$ cat config.mk
export PLATFORM = sky130hd
export DESIGN_NAME = tcs_tx_clock_switch
export DESIGN_NICKNAME = d
export VERILOG_FILES = /design/src/pkg/tcs_pkg.sv /design/src/hw/tcs_clock_monitor.sv /design/src/hw/tcs_line_coder.sv /design/src/hw/tcs_tx_clock_switch.sv
export SDC_FILE = /design/constraint.sdc
export NUM_CORES = 1
export LEC_CHECK = 0
export BUFFER_PORTS_ARGS = -buffer_cell sky130_fd_sc_hd__buf_2
export CAP_MARGIN = 20
export CORE_ASPECT_RATIO = 0.5
export CORE_UTILIZATION = 55
export CTS_CLUSTER_SIZE = 8
export DETAILED_ROUTE_END_ITERATION = 8
export PLACE_DENSITY_LB_ADDON = 0.25
export SLEW_MARGIN = 30
export SYNTH_ARGS = -nofsm -noshare
export SYNTH_HDL_FRONTEND = slang
export SYNTH_SLANG_ARGS = --single-unit
$ cat constraint.sdc
create_clock -name clock_i -period 4.49 [get_ports clock_i]
set_input_delay 0.449 -clock clock_i [delete_from_list [all_inputs] [get_ports clock_i]]
set_output_delay 0.449 -clock clock_i [all_outputs]
set_load 0.02 [all_outputs]
$ cat src/pkg/tcs_pkg.sv
package tcs_pkg;

   // Frequency select codes of the transmit clock input.
   localparam logic [2:0] TCS_FREQ_X1 = 3'h0;
   localparam logic [2:0] TCS_FREQ_X2 = 3'h1;
   localparam logic [2:0] TCS_FREQ_X4 = 3'h2;
   localparam logic [2:0] TCS_FREQ_X8 = 3'h3;
   localparam logic [2:0] TCS_FREQ_X16 = 3'h4;

   // System clock rate and the base reference rates, in kHz.
   localparam int TCS_SYS_KHZ = 200000;
   localparam int TCS_E1_BASE_KHZ = 2048;
   localparam int TCS_T1_BASE_KHZ = 1544;

   // Cycles of the system clock in one slowest reference period, rounded up.
   localparam int TCS_REF_PERIOD_CYC =
      (TCS_SYS_KHZ + TCS_T1_BASE_KHZ - 1) / TCS_T1_BASE_KHZ;

   // Missing periods that count as a regulation event or as loss.
   localparam logic [2:0] TCS_LOSS_PERIODS = 3'h4;
   localparam int TCS_CNT_W = 12;
   localparam logic [TCS_CNT_W-1:0] TCS_PERIOD_CNT =
      TCS_CNT_W'(TCS_REF_PERIOD_CYC);

   // Edges of a returning clock needed before it is active again.
   localparam logic [2:0] TCS_RECOVER_EDGES = 3'h4;

   // Oscillator behaviour on reference loss.
   typedef enum logic [2:0] {
      TCS_OSC_TRACK = 3'b001,
      TCS_OSC_CENTRE = 3'b010,
      TCS_OSC_FREEZE = 3'b100
   } tcs_osc_state_t;

   // Reset values.
   localparam logic TCS_RST_SRC_DIRECT = 1'b1;
   localparam logic TCS_RST_REF_INPUT = 1'b1;

endpackage : tcs_pkg

$ cat src/hw/tcs_clock_monitor.sv
`timescale 1ns/100ps
// Watches a synchronised clock level and reports its loss and recovery.
module tcs_clock_monitor
   import tcs_pkg::*;
(
   input wire logic clock_i,
   input wire logic rstn_i,
   input wire logic clk_sync_i,
   output logic rise_o,
   output logic miss_o,
   output logic lost_o
);

   logic last_q;
   logic [TCS_CNT_W-1:0] gap_q;
   logic [2:0] miss_cnt_q;
   logic [2:0] edge_cnt_q;
   logic rise;

   assign rise = clk_sync_i & ~last_q;

   ////////////////////////////////////////////////////////////////////////
   // Edge finder on the already synchronised level.
   always_ff @(posedge clock_i) begin
      if (!rstn_i) begin
         last_q <= 1'b0;
         rise_o <= 1'b0;
      end else begin
         last_q <= clk_sync_i;
         rise_o <= rise;
      end
   end

   // Each period without an edge counts one missing period.
   always_ff @(posedge clock_i) begin
      if (!rstn_i) begin
         gap_q <= '0;
         miss_cnt_q <= '0;
         miss_o <= 1'b0;
      end else begin
         miss_o <= 1'b0;
         if (rise) begin
            gap_q <= '0;
            miss_cnt_q <= '0;
         end else if (gap_q == TCS_PERIOD_CNT) begin
            gap_q <= '0;
            miss_o <= 1'b1;
            if (miss_cnt_q != TCS_LOSS_PERIODS) begin
               miss_cnt_q <= miss_cnt_q + 3'h1;
            end
         end else begin
            gap_q <= gap_q + TCS_CNT_W'(1);
         end
      end
   end

   // Loss after four missing periods, recovery after a run of edges.
   // The edge run keeps a single glitch from ending a loss.
   always_ff @(posedge clock_i) begin
      if (!rstn_i) begin
         lost_o <= 1'b1;
         edge_cnt_q <= '0;
      end else if (!lost_o) begin
         edge_cnt_q <= '0;
         if (gap_q == TCS_PERIOD_CNT && !rise &&
             miss_cnt_q == TCS_LOSS_PERIODS - 3'h1) begin
            lost_o <= 1'b1;
         end
      end else if (miss_o) begin
         edge_cnt_q <= '0;
      end else if (rise) begin
         if (edge_cnt_q == TCS_RECOVER_EDGES - 3'h1) begin
            lost_o <= 1'b0;
         end else begin
            edge_cnt_q <= edge_cnt_q + 3'h1;
         end
      end
   end

endmodule : tcs_clock_monitor

$ cat src/hw/tcs_line_coder.sv
`timescale 1ns/100ps
// Line coder: AMI or B8ZS ternary, or CMI optical with optional precoding.
module tcs_line_coder
   import tcs_pkg::*;
(
   input wire logic clock_i,
   input wire logic rstn_i,
   input wire logic bit_en_i,
   input wire logic half_en_i,
   input wire logic data_i,
   input wire logic optical_i,
   input wire logic b8zs_i,
   input wire logic cmi_precode_disable_i,
   input wire logic cmi_precode_type_i,
   output logic pos_o,
   output logic neg_o,
   output logic cmi_o
);

   logic [7:0] hist_q;
   logic last_pol_q;
   logic [1:0] zero_run_q;
   logic cmi_pol_q;
   logic cmi_second_q;
   logic cur_bit_q;
   logic mark;

   // A full window of eight zeros forces the substitution pattern.
   logic sub_hit;
   logic cmi_one;
   assign sub_hit = b8zs_i && (hist_q[6:0] == 7'h00) && !data_i;
   assign mark = sub_hit ? 1'b0 : data_i;
   assign cmi_one = cmi_precode_disable_i ? data_i :
      (data_i | (cmi_precode_type_i ? zero_run_q == 2'h3 : sub_hit));

   ////////////////////////////////////////////////////////////////////////
   // Ternary mark generation, alternating polarity per mark.
   // Substitution is simplified to flagging violations on the eighth zero.
   always_ff @(posedge clock_i) begin
      if (!rstn_i) begin
         hist_q <= '0;
         last_pol_q <= 1'b0;
         pos_o <= 1'b0;
         neg_o <= 1'b0;
         zero_run_q <= '0;
      end else if (bit_en_i) begin
         hist_q <= {hist_q[6:0], data_i};
         if (sub_hit) begin
            pos_o <= last_pol_q; // Bipolar violation marker.
            neg_o <= ~last_pol_q;
            hist_q <= '0;
         end else if (mark) begin
            pos_o <= ~last_pol_q;
            neg_o <= last_pol_q;
            last_pol_q <= ~last_pol_q;
         end else begin
            pos_o <= 1'b0;
            neg_o <= 1'b0;
         end
         zero_run_q <= data_i ? 2'h0 : zero_run_q + {1'b0, zero_run_q != 2'h3};
      end
   end

   // CMI: a one alternates constant levels, a zero is low then high.
   // Precoding folds a violation in by an extra polarity flip.
   always_ff @(posedge clock_i) begin
      if (!rstn_i) begin
         cmi_pol_q <= 1'b0;
         cmi_second_q <= 1'b0;
         cur_bit_q <= 1'b0;
         cmi_o <= 1'b0;
      end else if (!optical_i) begin
         cmi_o <= 1'b0;
         cmi_second_q <= 1'b0;
      end else if (bit_en_i) begin
         cur_bit_q <= cmi_one;
         cmi_second_q <= 1'b0;
         if (cmi_one) begin
            cmi_o <= ~cmi_pol_q;
            cmi_pol_q <= ~cmi_pol_q;
         end else begin
            cmi_o <= 1'b0;
         end
      end else if (half_en_i && !cmi_second_q) begin
         cmi_second_q <= 1'b1;
         if (!cur_bit_q) begin
            cmi_o <= 1'b1;
         end
      end
   end

endmodule : tcs_line_coder

$ cat src/hw/tcs_tx_clock_switch.sv
`timescale 1ns/100ps
// What this block does
// - Input clock rate chosen by a 3-bit field.
// - Output clock may come from the oscillator, input as reference.
// - With auto-switch on, framer clock replaces a lost input clock.
// - Direct path: on input loss move output to the oscillator.
// - Return output to the input clock once it is active again.
// - Each output source switch sets a maskable status flag.
// - Switching can jump phase; output may vanish during detection.
// - Clearing auto-switch forces the direct input and sets the flag.
// - Oscillator path: on input loss move reference to framer clock.
// - Move reference back to input clock once it is active.
// - Each reference switch sets its own maskable status flag.
// - Clearing auto-switch restores input reference and sets its flag.
// - Two live bits show loss of input and framer clocks.
// - Ternary output converts single-rail data with AMI or B8ZS.
// - Optical output is CMI, optionally precoded; polarity select applies to the output clock only.
// - Series resistance select: 1 for E1, 0 for T1/J1.
// - One to three missing periods regulate; four or more is loss.
module tcs_tx_clock_switch
   import tcs_pkg::*;
(
   input wire logic clock_i,
   input wire logic rstn_i,
   input wire logic tx_clock_input_i,
   input wire logic framer_tx_clock_i,
   input wire logic tx_data_i,
   input wire logic e1_mode_i,
   input wire logic [2:0] tx_input_freq_select_i,
   input wire logic use_oscillator_i,
   input wire logic auto_tx_clock_switch_en_i,
   input wire logic oscillator_centre_en_i,
   input wire logic output_clock_switch_mask_i,
   input wire logic reference_switch_mask_i,
   input wire logic output_clock_switch_clear_i,
   input wire logic reference_switch_clear_i,
   input wire logic series_resistance_select_i,
   input wire logic tx_coding_select_a_i,
   input wire logic dual_rail_select_i,
   input wire logic b8zs_en_i,
   input wire logic cmi_precode_disable_i,
   input wire logic cmi_precode_type_i,
   input wire logic output_clock_polarity_i,
   output logic tx_output_clock_o,
   output logic output_clock_from_osc_o,
   output logic reference_is_framer_o,
   output logic output_clock_switch_flag_o,
   output logic reference_switch_flag_o,
   output logic output_clock_switch_irq_o,
   output logic reference_switch_irq_o,
   output logic tx_input_clock_lost_o,
   output logic framer_tx_clock_lost_o,
   output logic osc_regulating_o,
   output logic osc_centred_o,
   output logic osc_frozen_o,
   output logic line_mode_e1_o,
   output logic line_out_a_o,
   output logic line_out_b_o,
   output logic optical_data_out_o
);

   ////////////////////////////////////////////////////////////////////////
   // Two-flop synchronisers for both external clocks.
   logic tin_s1_q, tin_s2_q, fck_s1_q, fck_s2_q;

   always_ff @(posedge clock_i) begin
      if (!rstn_i) begin
         tin_s1_q <= 1'b0;
         tin_s2_q <= 1'b0;
         fck_s1_q <= 1'b0;
         fck_s2_q <= 1'b0;
      end else begin
         tin_s1_q <= tx_clock_input_i;
         tin_s2_q <= tin_s1_q;
         fck_s1_q <= framer_tx_clock_i;
         fck_s2_q <= fck_s1_q;
      end
   end

   ////////////////////////////////////////////////////////////////////////
   // Clock monitors.
   logic tin_rise, tin_miss, tin_lost, fck_rise, fck_miss, fck_lost;

   tcs_clock_monitor u_tin_mon (
      .clock_i(clock_i),
      .rstn_i(rstn_i),
      .clk_sync_i(tin_s2_q),
      .rise_o(tin_rise),
      .miss_o(tin_miss),
      .lost_o(tin_lost)
   );

   tcs_clock_monitor u_fck_mon (
      .clock_i(clock_i),
      .rstn_i(rstn_i),
      .clk_sync_i(fck_s2_q),
      .rise_o(fck_rise),
      .miss_o(fck_miss),
      .lost_o(fck_lost)
   );

   ////////////////////////////////////////////////////////////////////////
   // Input divider: a fast input is cut down to the base line rate.
   logic [3:0] div_q;
   logic [3:0] div_last;
   logic tin_base_en;

   always_comb begin
      unique case (tx_input_freq_select_i)
         TCS_FREQ_X2: div_last = 4'h1;
         TCS_FREQ_X4: div_last = 4'h3;
         TCS_FREQ_X8: div_last = 4'h7;
         TCS_FREQ_X16: div_last = 4'hf;
         default: div_last = 4'h0; // Base rate and unused codes.
      endcase
   end

   assign tin_base_en = tin_rise && (div_q == div_last);

   always_ff @(posedge clock_i) begin
      if (!rstn_i) begin
         div_q <= '0;
      end else if (tin_rise) begin
         div_q <= (div_q >= div_last) ? 4'h0 : div_q + 4'h1;
      end
   end

   ////////////////////////////////////////////////////////////////////////
   // Source selection; the direct path trusts the input rate unchecked.
   logic src_direct_q;
   logic ref_input_q;
   logic auto_q;
   logic src_direct_d;
   logic ref_input_d;

   always_comb begin
      src_direct_d = src_direct_q;
      ref_input_d = ref_input_q;
      if (!auto_tx_clock_switch_en_i) begin
         src_direct_d = 1'b1;
         ref_input_d = 1'b1;
      end else if (!use_oscillator_i) begin
         // Direct path relies on the input divided down to the base rate.
         src_direct_d = ~tin_lost;
         ref_input_d = 1'b1;
      end else begin
         src_direct_d = 1'b0;
         ref_input_d = ~tin_lost;
      end
      if (!auto_tx_clock_switch_en_i && use_oscillator_i) begin
         src_direct_d = 1'b0;
      end
   end

   // Flag on every source change, and on disabling auto-switch.
   // Set wins over a clear arriving in the same cycle.
   always_ff @(posedge clock_i) begin
      if (!rstn_i) begin
         src_direct_q <= TCS_RST_SRC_DIRECT;
         ref_input_q <= TCS_RST_REF_INPUT;
         auto_q <= 1'b0;
         output_clock_switch_flag_o <= 1'b0;
         reference_switch_flag_o <= 1'b0;
      end else begin
         src_direct_q <= src_direct_d;
         ref_input_q <= ref_input_d;
         auto_q <= auto_tx_clock_switch_en_i;
         if ((src_direct_d != src_direct_q) ||
             (auto_q && !auto_tx_clock_switch_en_i)) begin
            output_clock_switch_flag_o <= 1'b1;
         end else if (output_clock_switch_clear_i) begin
            output_clock_switch_flag_o <= 1'b0;
         end
         if ((ref_input_d != ref_input_q) ||
             (auto_q && !auto_tx_clock_switch_en_i)) begin
            reference_switch_flag_o <= 1'b1;
         end else if (reference_switch_clear_i) begin
            reference_switch_flag_o <= 1'b0;
         end
      end
   end

   ////////////////////////////////////////////////////////////////////////
   // Oscillator: follows its reference edges; on loss it centres or freezes.
   // It cannot run faster than its reference edges here, so centring is
   // modelled as a free run at the nominal base period.
   tcs_osc_state_t osc_q;
   logic [TCS_CNT_W-1:0] osc_cnt_q;
   logic [TCS_CNT_W-1:0] osc_period_q;
   logic osc_tick;
   logic ref_edge;
   logic ref_miss;
   logic ref_lost;

   // Direct path with auto-switch references the oscillator to the framer.
   assign ref_edge = (ref_input_q && use_oscillator_i) ? tin_base_en
                                                       : fck_rise;
   assign ref_miss = (ref_input_q && use_oscillator_i) ? tin_miss : fck_miss;
   assign ref_lost = (ref_input_q && use_oscillator_i) ? tin_lost : fck_lost;
   assign osc_tick = (osc_q == TCS_OSC_TRACK) ? ref_edge :
      (osc_q == TCS_OSC_CENTRE) ? (osc_cnt_q == TCS_PERIOD_CNT) :
      (osc_cnt_q == osc_period_q);

   always_ff @(posedge clock_i) begin
      if (!rstn_i) begin
         osc_q <= TCS_OSC_TRACK;
         osc_cnt_q <= '0;
         osc_period_q <= TCS_PERIOD_CNT;
         osc_regulating_o <= 1'b0;
      end else begin
         osc_cnt_q <= osc_tick ? '0 : osc_cnt_q + TCS_CNT_W'(1);
         osc_regulating_o <= ref_miss && !ref_lost;
         if (osc_q == TCS_OSC_TRACK && ref_edge) begin
            osc_period_q <= osc_cnt_q;
         end
         unique case (osc_q)
            TCS_OSC_TRACK: begin
               if (ref_lost) begin
                  osc_q <= oscillator_centre_en_i ? TCS_OSC_CENTRE
                                                  : TCS_OSC_FREEZE;
               end
            end
            TCS_OSC_CENTRE, TCS_OSC_FREEZE: begin
               if (!ref_lost) begin
                  osc_q <= TCS_OSC_TRACK;
               end
            end
         endcase
      end
   end

   ////////////////////////////////////////////////////////////////////////
   // Output clock: rises on each selected tick. During loss detection the
   // direct path stops, so the clock gaps.
   logic out_clk_q;
   logic bit_en;
   logic half_en;
   logic [TCS_CNT_W-1:0] half_cnt_q;

   assign bit_en = src_direct_q ? tin_base_en : osc_tick;
   assign half_en = (half_cnt_q == (osc_period_q >> 1));

   always_ff @(posedge clock_i) begin
      if (!rstn_i) begin
         out_clk_q <= 1'b0;
         half_cnt_q <= '0;
         tx_output_clock_o <= 1'b0;
      end else begin
         half_cnt_q <= bit_en ? '0 : half_cnt_q + TCS_CNT_W'(1);
         if (bit_en) begin
            out_clk_q <= 1'b1;
         end else if (half_en) begin
            out_clk_q <= 1'b0;
         end
         tx_output_clock_o <= out_clk_q ^ output_clock_polarity_i;
      end
   end

   ////////////////////////////////////////////////////////////////////////
   // Line coding and plain status outputs.
   logic optical;
   logic pos, neg, cmi;

   assign optical = !tx_coding_select_a_i && dual_rail_select_i;

   tcs_line_coder u_coder (
      .clock_i(clock_i),
      .rstn_i(rstn_i),
      .bit_en_i(bit_en),
      .half_en_i(half_en),
      .data_i(tx_data_i),
      .optical_i(optical),
      .b8zs_i(b8zs_en_i),
      .cmi_precode_disable_i(cmi_precode_disable_i),
      .cmi_precode_type_i(cmi_precode_type_i),
      .pos_o(pos),
      .neg_o(neg),
      .cmi_o(cmi)
   );

   always_ff @(posedge clock_i) begin
      if (!rstn_i) begin
         output_clock_from_osc_o <= 1'b0;
         reference_is_framer_o <= 1'b0;
         output_clock_switch_irq_o <= 1'b0;
         reference_switch_irq_o <= 1'b0;
         tx_input_clock_lost_o <= 1'b1;
         framer_tx_clock_lost_o <= 1'b1;
         osc_centred_o <= 1'b0;
         osc_frozen_o <= 1'b0;
         line_mode_e1_o <= 1'b0;
         line_out_a_o <= 1'b0;
         line_out_b_o <= 1'b0;
         optical_data_out_o <= 1'b0;
      end else begin
         output_clock_from_osc_o <= ~src_direct_q;
         reference_is_framer_o <= ~ref_input_q;
         output_clock_switch_irq_o <= output_clock_switch_flag_o &
                                      ~output_clock_switch_mask_i;
         reference_switch_irq_o <= reference_switch_flag_o &
                                   ~reference_switch_mask_i;
         tx_input_clock_lost_o <= tin_lost;
         framer_tx_clock_lost_o <= fck_lost;
         osc_centred_o <= (osc_q == TCS_OSC_CENTRE);
         osc_frozen_o <= (osc_q == TCS_OSC_FREEZE);
         line_mode_e1_o <= series_resistance_select_i;
         line_out_a_o <= optical ? 1'b0 : pos;
         line_out_b_o <= optical ? 1'b0 : neg;
         optical_data_out_o <= optical ? cmi : 1'b0;
      end
   end

endmodule : tcs_tx_clock_switch

Word-level counts from Yosys, hierarchy flattened
Cells that the tools add are included.
{"block": "totals", "ff_bits": 127, "input_bits": 23, "wordCells": 207}
{"block": "classes", "add_sub_neg": 10, "magnitude_cmp": 1, "eq_ne": 26, "muxes": 48, "bitwise_logic": 21, "n_reduce_logical": 49}
{"cell": "adder 12 x 1 -> 12 bit, second input constant", "count": 4}
{"cell": "2-to-1 mux 1 bit", "count": 40}
{"cell": "== test 12 x 8 -> 1 bit, second input constant", "count": 3}
{"cell": "== test 3 x 2 -> 1 bit, second input constant", "count": 7}
{"cell": "one-hot mux 4 bit (4 select lines)", "count": 1}
{"cell": "AND reduction 2 bit", "count": 8}
{"cell": "inverter 1 bit", "count": 15}
{"cell": "OR reduction 3 bit", "count": 5}
{"cell": "logical AND 1 bit", "count": 14}
{"cell": "adder 3 x 1 -> 3 bit, second input constant", "count": 4}
{"cell": "== test 12 x 11 -> 1 bit", "count": 1}
{"cell": "== test 12 bit", "count": 1}
{"cell": "OR reduction 2 bit", "count": 6}
{"cell": "2-to-1 mux 3 bit", "count": 3}
{"cell": "!= test 2 bit, second input constant", "count": 4}
{"cell": "nonzero test 2 bit", "count": 4}
{"cell": "logical NOT 1 bit", "count": 7}
{"cell": "logical NOT 7 bit", "count": 1}
{"cell": "2-to-1 mux 7 bit", "count": 1}
{"cell": "== test 3 x 1 -> 1 bit, second input constant", "count": 2}
{"cell": "== test 3 bit, second input constant", "count": 2}
{"cell": "!= test 3 bit, second input constant", "count": 2}
{"cell": "one-hot mux 3 bit (2 select lines)", "count": 1}
{"cell": "AND reduction 3 bit", "count": 2}
{"cell": "12 further kinds", "count": 17}

Logic depth before layout (Yosys ltp)
Gate-level depths: netlist of the first run.
{"block": "logic_depth", "depth_word": 9, "ltp_mapped": 10}

Modules after synthesis
A second synthesis of the first run with hierarchy kept.
{"block": "hier_totals", "hier_cells": 628, "hier_area_um2": 6004.5}
{"mod": "tcs_tx_clock_switch", "instances": 1, "cells_each": 343, "area_per_inst_um2": 3261.9, "seq_area_each_um2": 1341.3}
{"mod": "tcs_clock_monitor", "instances": 2, "cells_each": 107, "area_per_inst_um2": 1026.0, "seq_area_each_um2": 440.4}
{"mod": "tcs_line_coder", "instances": 1, "cells_each": 71, "area_per_inst_um2": 690.7, "seq_area_each_um2": 320.3}

Worst setup path before layout of the first run
OpenSTA, ideal clock, no wires.
{"block": "synth_path", "path_kind": "input to register", "start": "in tx_input_freq_select_i[1]", "end": "reg osc_period_q[1]", "setup_ps": 127, "arrival_ps": 2357, "t_required_ps": 4363, "path_slack_ps": 2007, "stages": 9, "path_buffers": 1, "cell_sequence": "nor2_1 > a22oi_1 > ha_1 > nand4_1 > or3_1 > a21oi_2 > buf_2 > mux2i_1 > nand2_1"}
{"block": "synth_between", "elab_chain_len": 6, "word_cells_on_any_way": 9, "classes_between": "eq/ne: 5; mux: 2; reduce/logical: 2"}
{"element": "from (decl)", "line": "tcs_tx_clock_switch.sv:29", "text": "input wire logic [2:0] tx_input_freq_select_i,"}
{"element": "== test 3 bit, or another cell as far along", "line": "tcs_tx_clock_switch.sv:109", "text": "unique case (tx_input_freq_select_i)"}
{"element": "one-hot mux 4 bit (4 select lines) (*)", "line": "tcs_tx_clock_switch.sv:109"}
{"element": "== test 4 bit (*)", "line": "tcs_tx_clock_switch.sv:118", "text": "assign tin_base_en = tin_rise && (div_q == div_last);"}
{"element": "logical AND 1 bit (*)", "line": "tcs_tx_clock_switch.sv:118"}
{"element": "2-to-1 mux 1 bit (*)", "line": "tcs_tx_clock_switch.sv:196", "text": "assign ref_edge = (ref_input_q && use_oscillator_i) ? tin_base_en"}
{"element": "logical AND 1 bit (*)", "line": "tcs_tx_clock_switch.sv:213", "text": "if (osc_q == TCS_OSC_TRACK && ref_edge) begin"}
{"element": "to (signal assigned)", "line": "tcs_tx_clock_switch.sv:214", "text": "osc_period_q <= osc_cnt_q;"}
{"element": "to (decl)", "line": "tcs_tx_clock_switch.sv:189", "text": "logic [TCS_CNT_W-1:0] osc_period_q;"}
Every way passes the cells marked *; elsewhere a longest branch is shown, timed or not.
A chain may end at the register's enable or synchronous reset.

Worst setup path in the final report of the first run
{"block": "layout_path", "start": "reg osc_q[1]", "end": "reg u_coder.hist_q[1]"}
{"block": "layout_between", "elab_chain_len": 4, "word_cells_on_any_way": 5, "classes_between": "eq/ne: 2; mux: 3"}
{"element": "from (decl)", "line": "tcs_tx_clock_switch.sv:187", "text": "tcs_osc_state_t osc_q;"}
{"element": "from (signal assigned)", "line": "tcs_tx_clock_switch.sv:219", "text": "osc_q <= oscillator_centre_en_i ? TCS_OSC_CENTRE"}
{"element": "== test 3 x 2 -> 1 bit", "line": "tcs_tx_clock_switch.sv:201", "text": "(osc_q == TCS_OSC_CENTRE) ? (osc_cnt_q == TCS_PERIOD_CNT) :"}
{"element": "2-to-1 mux 1 bit", "line": "tcs_tx_clock_switch.sv:201"}
{"element": "2-to-1 mux 1 bit (*)", "line": "tcs_tx_clock_switch.sv:200", "text": "assign osc_tick = (osc_q == TCS_OSC_TRACK) ? ref_edge :"}
{"element": "2-to-1 mux 1 bit (*)", "line": "tcs_tx_clock_switch.sv:240", "text": "assign bit_en = src_direct_q ? tin_base_en : osc_tick;"}
{"element": "to (signal assigned)", "line": "tcs_line_coder.sv:47", "text": "hist_q <= {hist_q[6:0], data_i};"}
{"element": "to (decl)", "line": "tcs_line_coder.sv:20", "text": "logic [7:0] hist_q;"}
Marked as above.

==> flow_metrics.env, run 1 <==
export IMPL_drtAntennaViolNets=0
export IMPL_yosysTopAreaCell="dfxtp_1"
export IMPL_ctsRootBufferMaster="clkbuf_16"
export IMPL_first_pass_iters=4
export IMPL_synth_edf_count=0
export IMPL_outcome="finished clean"
export IMPL_dieArea_sq_um=11000
export IMPL_finalSetupTns_ns=0
export IMPL_synthFlopType="dfxtp_1"
export IMPL_rsz0062_at_grt="false"
export IMPL_boundaryPins=39
export IMPL_diodes=0
export IMPL_grtUsageTotal_pct=21.2
export IMPL_clk_pin_slew_ns=0.06
export IMPL_fill_cells=859
export IMPL_synth_seq_area_share_pct=43.7
export IMPL_avgSynthCellArea_sq_um=9.23
export IMPL_finalWirelength_um=11000
export IMPL_ys_ff_latch=127
export IMPL_fin_crit_sh_pct=59.8
export IMPL_clk_latency_ns=0.41
export IMPL_area_growth_pct=13.4
export IMPL_layout_commonest_cell="dfxtp_1"
export IMPL_ctsResizeCount=0
export IMPL_io_buffers=37
export IMPL_h_tree_depth=4
export IMPL_cp_required_ns=4.83
export IMPL_grt_overflow_total=0
export IMPL_cts_setup_buffers=0
export IMPL_skew_ns=0.00826
export IMPL_initial_utilization_pct=56.7
export IMPL_cts_max_path_buffers=2
export IMPL_cp_arrival_ns=3.02
export IMPL_p_leak_uw=0.00268
export IMPL_finalHoldViolations=0
export IMPL_die_h_um=74.7
export IMPL_syn_inst=630
export IMPL_hold_path_class="primary input to flop"
export IMPL_ys_top_cells_by_area="dfxtp_1 (44%), nor2_1 (5.4%), xor2_1 (5.3%)"
export IMPL_drv_slew=0
export IMPL_cts_tree="yes"
export IMPL_synth_distinct_cells=68
export IMPL_dr_total_vias=4351
export IMPL_first_global_vias=4053
export IMPL_grt_pass1_wl_um=18300
export IMPL_syn_area_sq_um=5810
export IMPL_fin_nets=709
export IMPL_hpwl_um=7330
export IMPL_grt_max_degree=40
export IMPL_rows=26
export IMPL_finalCriticalPeriod_ns=2.68
export IMPL_antenna_found_initial=0
export IMPL_place_congestion=0.821
export IMPL_drtIter0Drc=159
export IMPL_most_common_layout_cells="dfxtp_1 (127), nor2_1 (84), nand2_1 (45)"
export IMPL_slew_headroom_pct=52.4
export IMPL_async_flop_share_pct=0
export IMPL_numCtsBuffers=17
export IMPL_drive_gt1_share_pct=15.0
export IMPL_max_freq_mhz=373
export IMPL_max_cap_viol_count=0
export IMPL_synth_top_area_share_pct=43.7
export IMPL_syn_num_nets=674
export IMPL_crit_path_end_kind="flop"
export IMPL_drc=0
export IMPL_setup_viol=0
export IMPL_crit_path_max_fanout=17
export IMPL_ys_warn_count=0
export IMPL_cts_num_sinks=127
export IMPL_start_kind="flop"
export IMPL_p_total_uw=2600
export IMPL_cts_hold_buf=0
export IMPL_ir_drop_v=0.000265
export IMPL_core_sq_um=10200
export IMPL_worst_pin_slew_ns=0.711
export IMPL_critPathKind="flop to flop"
export IMPL_wire_per_inst_um=13.4
export IMPL_p_per_area_nw_per_um2=394
export IMPL_viasPerCell=5.32
export IMPL_die_w_um=147
-- through the flow --
step	cell area (sq um)	setup slack, ns	hold WS, ns	utilization [%]	cells
after global placement	6040	1.68	0.423	59.0	786
after CTS	6590	1.80	0.171	64.3	818
after floorplan	5810	2.01	0.412	-	630
after global routing	6590	1.58	0.184	64.3	818
after detailed placement	6040	1.59	0.423	59.0	786
final	6590	1.81	0.188	64.3	818
-- kinds of logic after synthesis --
group	Yosys count	synth area share, %
simple gates	259	22.9
mux	26	4.52
compound gates	77	9.96
buf+inv	56	4.73
flops	127	43.7
fa+ha+maj	21	4.52
xor+xnor	64	9.64
-- where the power goes --
part | internal (uW) | switching (uW)
combinational | 61.5 | 85.6
clock | 758 | 508
sequential | 1160 | 30.3
total | 1970 | 623
-- registers in the layout, summed over array words and instances (netlist names), 2 cells and up --
| name | flops |
|---|---|
| div_q | 4 |
| half_cnt_q | 12 |
| osc_cnt_q | 12 |
| osc_period_q | 12 |
| osc_q | 3 |
| u_coder.hist_q | 7 |
| u_coder.zero_run_q | 2 |
| u_fck_mon.edge_cnt_q | 3 |
| u_fck_mon.gap_q | 12 |
| u_fck_mon.miss_cnt_q | 3 |
| u_tin_mon.edge_cnt_q | 3 |
| u_tin_mon.gap_q | 12 |
| u_tin_mon.miss_cnt_q | 3 |
-- critical path: stages (launching register included) --
cell     delay [ns]
dfxtp_1        0.45
nor3b_4        0.48
nand3_1        0.12
o21ai_0        0.31
nand4_1        0.31
o21ai_4        0.67
mux2i_1        0.27
-- area by class of cell --
type                       instances  area [sq um]  area share (%)
clock buffer                      18           429            6.51
clock inverter                    14           120            1.82
inverter                          32           120            1.82
multi-input combinational        447          3000            45.5
sequential                       127          2540            38.6
tap                              140           175            2.66
timing repair buffer              40           208            3.15
-- Yosys cell counts (all sizes together) (19+ instances only) --
| cell | count |
|---|---|
| inv | 31 |
| xnor2 | 29 |
| dfxtp | 127 |
| nand2 | 45 |
| nand3 | 27 |
| mux2i | 24 |
| nor2 | 85 |
| xor2 | 35 |
| a21oi | 23 |
| ha | 21 |
| nor3 | 19 |
-- layer usage --
| metal | up-vias | wire, um | track usage [%] |
|---|---|---|---|
| li1 | 2230 | - | - |
| met1 | 2066 | 5130 | 24.5 |
| met2 | 43 | 5430 | 38.5 |
| met3 | 12 | 313 | 5.45 |
| met4 | 0 | 121 | 8.71 |
| met5 | - | 0 | 0 |
-- final timing paths --
kind	from	endpoint	slack (ns)	cells after the start
worst max-delay path	osc_q[1]	u_coder.hist_q[1]	1.81	6
worst min-delay path	reference_switch_mask_i	reference_switch_irq_o	0.19	2
worst max register to register	osc_q[1]	u_coder.hist_q[1]	1.81	6
worst min register to register	tin_s1_q	tin_s2_q	0.44	1
Note: power is estimated with default switching activity, not from simulation.
==> inputs of run 2 (changes only) <==
--- a/config.mk
+++ b/config.mk
@@ -8,7 +8,7 @@
 export BUFFER_PORTS_ARGS = -buffer_cell sky130_fd_sc_hd__buf_2
 export CAP_MARGIN = 20
 export CORE_ASPECT_RATIO = 0.5
-export CORE_UTILIZATION = 55
+export CORE_UTILIZATION = 54
 export CTS_CLUSTER_SIZE = 8
 export DETAILED_ROUTE_END_ITERATION = 8
 export PLACE_DENSITY_LB_ADDON = 0.25
==> constraint.sdc (replaced) <==
create_clock -name clock_i -period 2.42 [get_ports clock_i]
set_input_delay 0.242 -clock clock_i [delete_from_list [all_inputs] [get_ports clock_i]]
set_output_delay 0.242 -clock clock_i [all_outputs]
set_load 0.02 [all_outputs]
==> run 2 against run 1 <==
  * Sequential power is 85% higher
  * Clock power is 98% higher
  * Routed wire length is 0.93% higher
  * Largest power group unchanged
  * Combinational power is 100% higher
  * Count of clock-buffer cells in the layout is 1 higher
  * Critical path depth is 2 higher
  * Via count is 0.80% higher
==> flow_metrics.env, run 2 (synthesis gave the netlist of run 1 again) <==
export IMPL_outcome="finished clean"
export IMPL_h_tree_depth=4
export IMPL_dieArea_sq_um=11200
export IMPL_worst_pin_slew_ns=0.599
export IMPL_ctsRootBufferMaster="clkbuf_16"
export IMPL_wire_per_inst_um=13.3
export IMPL_critPathKind="flop to flop"
export IMPL_core_sq_um=10300
export IMPL_hpwl_um=7570
export IMPL_cp_required_ns=2.76
export IMPL_max_cap_viol_count=0
export IMPL_grtUsageTotal_pct=21.3
export IMPL_grt_overflow_total=0
export IMPL_p_per_area_nw_per_um2=735
export IMPL_boundaryPins=39
export IMPL_clk_latency_ns=0.41
export IMPL_place_congestion=0.823
export IMPL_most_common_layout_cells="dfxtp_1 (127), nor2_1 (84), nand2_1 (45)"
export IMPL_ctsResizeCount=0
export IMPL_hold_path_class="primary input to flop"
export IMPL_clk_pin_slew_ns=0.06
export IMPL_crit_path_max_fanout=9
export IMPL_drtAntennaViolNets=0
export IMPL_layout_commonest_cell="dfxtp_1"
export IMPL_slew_headroom_pct=59.9
export IMPL_drc=0
export IMPL_drv_slew=0
export IMPL_start_kind="flop"
export IMPL_p_leak_uw=0.00280
export IMPL_dr_total_vias=4386
export IMPL_skew_ns=0.00827
export IMPL_diodes=0
export IMPL_area_growth_pct=17.1
export IMPL_first_pass_iters=4
export IMPL_antenna_found_initial=0
export IMPL_fin_nets=725
export IMPL_finalSetupTns_ns=0
export IMPL_finalCriticalPeriod_ns=2.26
export IMPL_place_area_sq_um=6180
export IMPL_fill_cells=838
export IMPL_rsz0062_at_grt="false"
export IMPL_cts_num_sinks=127
export IMPL_utilization_pct=65.8
export IMPL_grt_max_degree=31
export IMPL_setup_viol=0
export IMPL_initial_utilization_pct=56.2
export IMPL_die_h_um=75.4
export IMPL_io_buffers=37
export IMPL_die_w_um=149
export IMPL_rows=26
export IMPL_finalWirelength_um=11100
export IMPL_grt_pass1_wl_um=18800
export IMPL_viasPerCell=5.26
export IMPL_max_freq_mhz=443
export IMPL_fin_crit_sh_pct=93.2
export IMPL_drtIter0Drc=183
export IMPL_ir_drop_v=0.000478
export IMPL_first_global_vias=4123
export IMPL_cp_arrival_ns=2.59
export IMPL_cts_max_path_buffers=2
export IMPL_finalInstanceArea_sq_um=6810
export IMPL_finalHoldViolations=0
export IMPL_numCtsBuffers=17
export IMPL_crit_path_end_kind="flop"
export IMPL_drive_gt1_share_pct=16.9
export IMPL_cts_tree="yes"
run 2: changes by cell type in the layout (fill, tap and decap cells not counted), sizes merged:
cell | previous run | this run
clkinvlp | 4 | 2
dlygate4sd3 | 0 | 2
buf | 40 | 54
clkbuf | 18 | 19
bufinv | 1 | 2
run 2: report_power, final:
group	switching (uW)	leakage, uW	internal, uW
Combinational	166	0.00148	133
Sequential	53.2	0.00103	2140
Clock	939	0.000289	1570
Total	1160	0.00280	3850
run 2: timing repair:
item,CTS,global route
hold buffers,2,0
buffers inserted,0,2
endpoints found under the hold margin,2,0
setup endpoints to repair,0,6
run 2: cell type report:
cell class | instances | area (sq um) | share of cell area [%]
Multi-Input combinational cell | 447 | 3000 | 44.0
Sequential cell | 127 | 2540 | 37.3
Clock buffer | 19 | 453 | 6.65
Timing Repair Buffer | 56 | 383 | 5.62
Tap cell | 140 | 175 | 2.57
Clock inverter | 13 | 139 | 2.04
Inverter | 32 | 120 | 1.76
run 2: final timing paths:
path,start,endpoint,slack [ns],cells past startpoint
setup / recovery,osc_q[2],u_coder.hist_q[1],0.16,8
hold / removal,series_resistance_select_i,line_mode_e1_o,0.04,2
setup reg to reg,osc_q[2],u_coder.hist_q[1],0.16,8
hold reg to reg,tin_s1_q,tin_s2_q,0.44,1
run 2: per-layer routing:
metal	GRT usage, %	wire length, um	vias up
li1	-	-	2257
met1	25.5	5240	2083
met2	38.2	5480	32
met3	4.67	256	14
met4	8.73	109	0
met5	0	0	-
run 2: critical path: stages, from the launching register on:
cell and delay [ns]:
dfxtp_1 0.53, nor3b_4 0.10, buf_4 0.17, a2111o_1 0.37
o21ai_0 0.13, nand4_1 0.26, o21ai_4 0.31, buf_12 0.15
mux2i_1 0.17
run 2: through the flow:
| step | instances | total power, uW | hold WS (ns) | setup WS, ns |
|---|---|---|---|---|
| 5_1_grt | 834 | 5180 | 0.0382 | 0.0412 |
| 3_3_place_gp | 798 | 2520 | 0.397 | 0.0821 |
| 3_5_place_dp | 798 | 2530 | 0.407 | 0.0157 |
| 6_report | 834 | 5010 | 0.0361 | 0.165 |
| 2_1_floorplan | 630 | 2450 | 0.314 | 0.144 |
| 4_1_cts | 832 | 5040 | 0.0244 | 0.145 |
==> inputs of run 3 (changes only) <==
--- a/config.mk
+++ b/config.mk
@@ -8,6 +8,7 @@
 export BUFFER_PORTS_ARGS = -buffer_cell sky130_fd_sc_hd__buf_2
 export CAP_MARGIN = 20
 export CORE_ASPECT_RATIO = 0.5
+export CORE_MARGIN = 1.5
 export CORE_UTILIZATION = 54
 export CTS_CLUSTER_SIZE = 8
 export DETAILED_ROUTE_END_ITERATION = 8
==> run 3 against run 2 <==
  * Worst hold slack improved by 0.0074 ns
  * Count of clock-buffer cells in the layout increased by 1
  * Flip-flop and latch count unchanged
  * Final cell count decreased by 0.12%
  * Cell area increased by 1.3%
  * Sequential share of layout area decreased by 0.46 points
  * Utilization increased by 0.85 points
  * Clock power increased by 16%
  * Critical path type unchanged
  * Critical endpoint unchanged
  * Largest power group unchanged
==> flow_metrics.env, run 3 (synthesis gave the netlist of run 1 again) <==
export IMPL_outcome="finished clean"
export IMPL_hold_path_class="primary input to flop"
export IMPL_finalSetupTns_ns=0
export IMPL_hpwl_um=7470
export IMPL_p_clk_share_pct=53.8
export IMPL_rsz0062_at_grt="false"
export IMPL_first_pass_iters=5
export IMPL_initial_utilization_pct=56.2
export IMPL_fin_crit_sh_pct=90.8
export IMPL_cts_max_path_buffers=2
export IMPL_clk_latency_ns=0.41
export IMPL_grt_overflow_total=0
export IMPL_timing_hold_ws_ns=0.0434
export IMPL_worst_pin_slew_ns=0.469
export IMPL_p_leak_uw=0.00284
export IMPL_grt_max_degree=25
export IMPL_p_total_uw=5400
export IMPL_p_int_uw=4280
export IMPL_diodes=0
export IMPL_p_sw_uw=1120
export IMPL_core_sq_um=10300
export IMPL_drtAntennaViolNets=0
export IMPL_dieArea_sq_um=11400
export IMPL_h_tree_depth=4
export IMPL_critPathKind="flop to flop"
export IMPL_area_growth_pct=18.6
export IMPL_ir_drop_v=0.000510
export IMPL_grt_pass1_wl_um=19800
export IMPL_finalCriticalPeriod_ns=2.20
export IMPL_most_common_layout_cells="dfxtp_1 (126), nor2_1 (84), nand2_1 (45)"
export IMPL_cp_required_ns=2.76
export IMPL_finalHoldViolations=0
export IMPL_skew_ns=0.00951
export IMPL_ctsRootBufferMaster="clkbuf_16"
export IMPL_max_cap_viol_count=0
export IMPL_setup_viol=0
export IMPL_die_h_um=76.4
export IMPL_clk_pin_slew_ns=0.05
export IMPL_numCtsBuffers=17
export IMPL_start_kind="flop"
export IMPL_cts_num_sinks=127
export IMPL_io_buffers=37
export IMPL_first_global_vias=4464
export IMPL_grtUsageTotal_pct=21.6
export IMPL_drv_slew=0
export IMPL_die_w_um=150
export IMPL_max_freq_mhz=455
export IMPL_boundaryPins=39
export IMPL_layout_commonest_cell="dfxtp_1"
export IMPL_viasPerCell=5.27
export IMPL_drive_gt1_share_pct=16.9
export IMPL_cts_tree="yes"
export IMPL_crit_path_max_fanout=8
export IMPL_fin_nets=725
export IMPL_pwr_share_comb_pct=5.5
export IMPL_p_per_area_nw_per_um2=783
export IMPL_place_congestion=0.795
export IMPL_dr_total_vias=4389
export IMPL_crit_path_end_kind="flop"
export IMPL_drc=0
export IMPL_wire_per_inst_um=13.4
export IMPL_cp_arrival_ns=2.53
export IMPL_drtIter0Drc=199
export IMPL_rows=26
export IMPL_p_seq_share_pct=40.7
export IMPL_sw_frac_of_total_pct=20.8
export IMPL_finalWirelength_um=11200
export IMPL_antenna_found_initial=0
export IMPL_slew_headroom_pct=68.4
==> run 3: area by class of cell <==
cell class,count,area [sq um]
Tap cell,140,175
Sequential cell,127,2540
Clock inverter,11,210
Timing Repair Buffer,56,383
Fill cell,838,3450
Multi-Input combinational cell,447,3000
Clock buffer,20,467
Inverter,32,120
==> run 3: worst max-delay path, cell delays in order (launching register included) <==
cell	delay (ns)
dfxtp_2	0.36
nor3b_4	0.17
buf_4	0.17
a2111o_1	0.38
o21ai_0	0.15
nand4_1	0.28
o21ai_4	0.30
buf_12	0.15
mux2i_1	0.17
==> run 3: repair_timing <==
| item | CTS | global route |
|---|---|---|
| hold buffers | 2 | 0 |
| endpoints found under the hold margin | 2 | 0 |
| setup buffers | 0 | 0 |
| endpoints found under the setup margin | 0 | 4 |
| resized for setup | 0 | 2 |
==> run 3: per-layer routing <==
layer	track usage (%)	up-vias	wire, um
met5	0	-	0
met4	9.12	0	148
met3	4.85	16	347
met2	38.2	50	5620
met1	25.2	2055	5050
li1	-	2268	-
==> run 3: final timing paths <==
kind	startpoint	to	slack, ns	depth (start not counted)
worst max-delay path	osc_q[1]	u_coder.hist_q[1]	0.22	8
worst max register to register	osc_q[1]	u_coder.hist_q[1]	0.22	8
worst min register to register	tin_s1_q	tin_s2_q	0.43	1
worst min-delay path	series_resistance_select_i	line_mode_e1_o	0.04	2
==> run 3: metrics by stage <==
step / area [sq um] / utilization [%] / instances / setup WS, ns
after global routing: 6900 / 66.7 / 833 / 0.107
after CTS: 6890 / 66.6 / 833 / 0.105
after detailed placement: 6200 / 59.9 / 800 / 0.0450
after floorplan: 5810 / - / 630 / 0.144
after global placement: 6200 / 59.9 / 800 / 0.106
final: 6900 / 66.7 / 833 / 0.221
==> run 3: power groups by stage <==
stage / clock network, uW / registers (uW) / logic [uW]
floorplan: 0 / 2230 / 215
global placement: 0 / 2240 / 282
detailed placement: 0 / 2240 / 290
CTS: 2950 / 2200 / 300
global route: 3050 / 2210 / 333
finish: 2910 / 2200 / 296
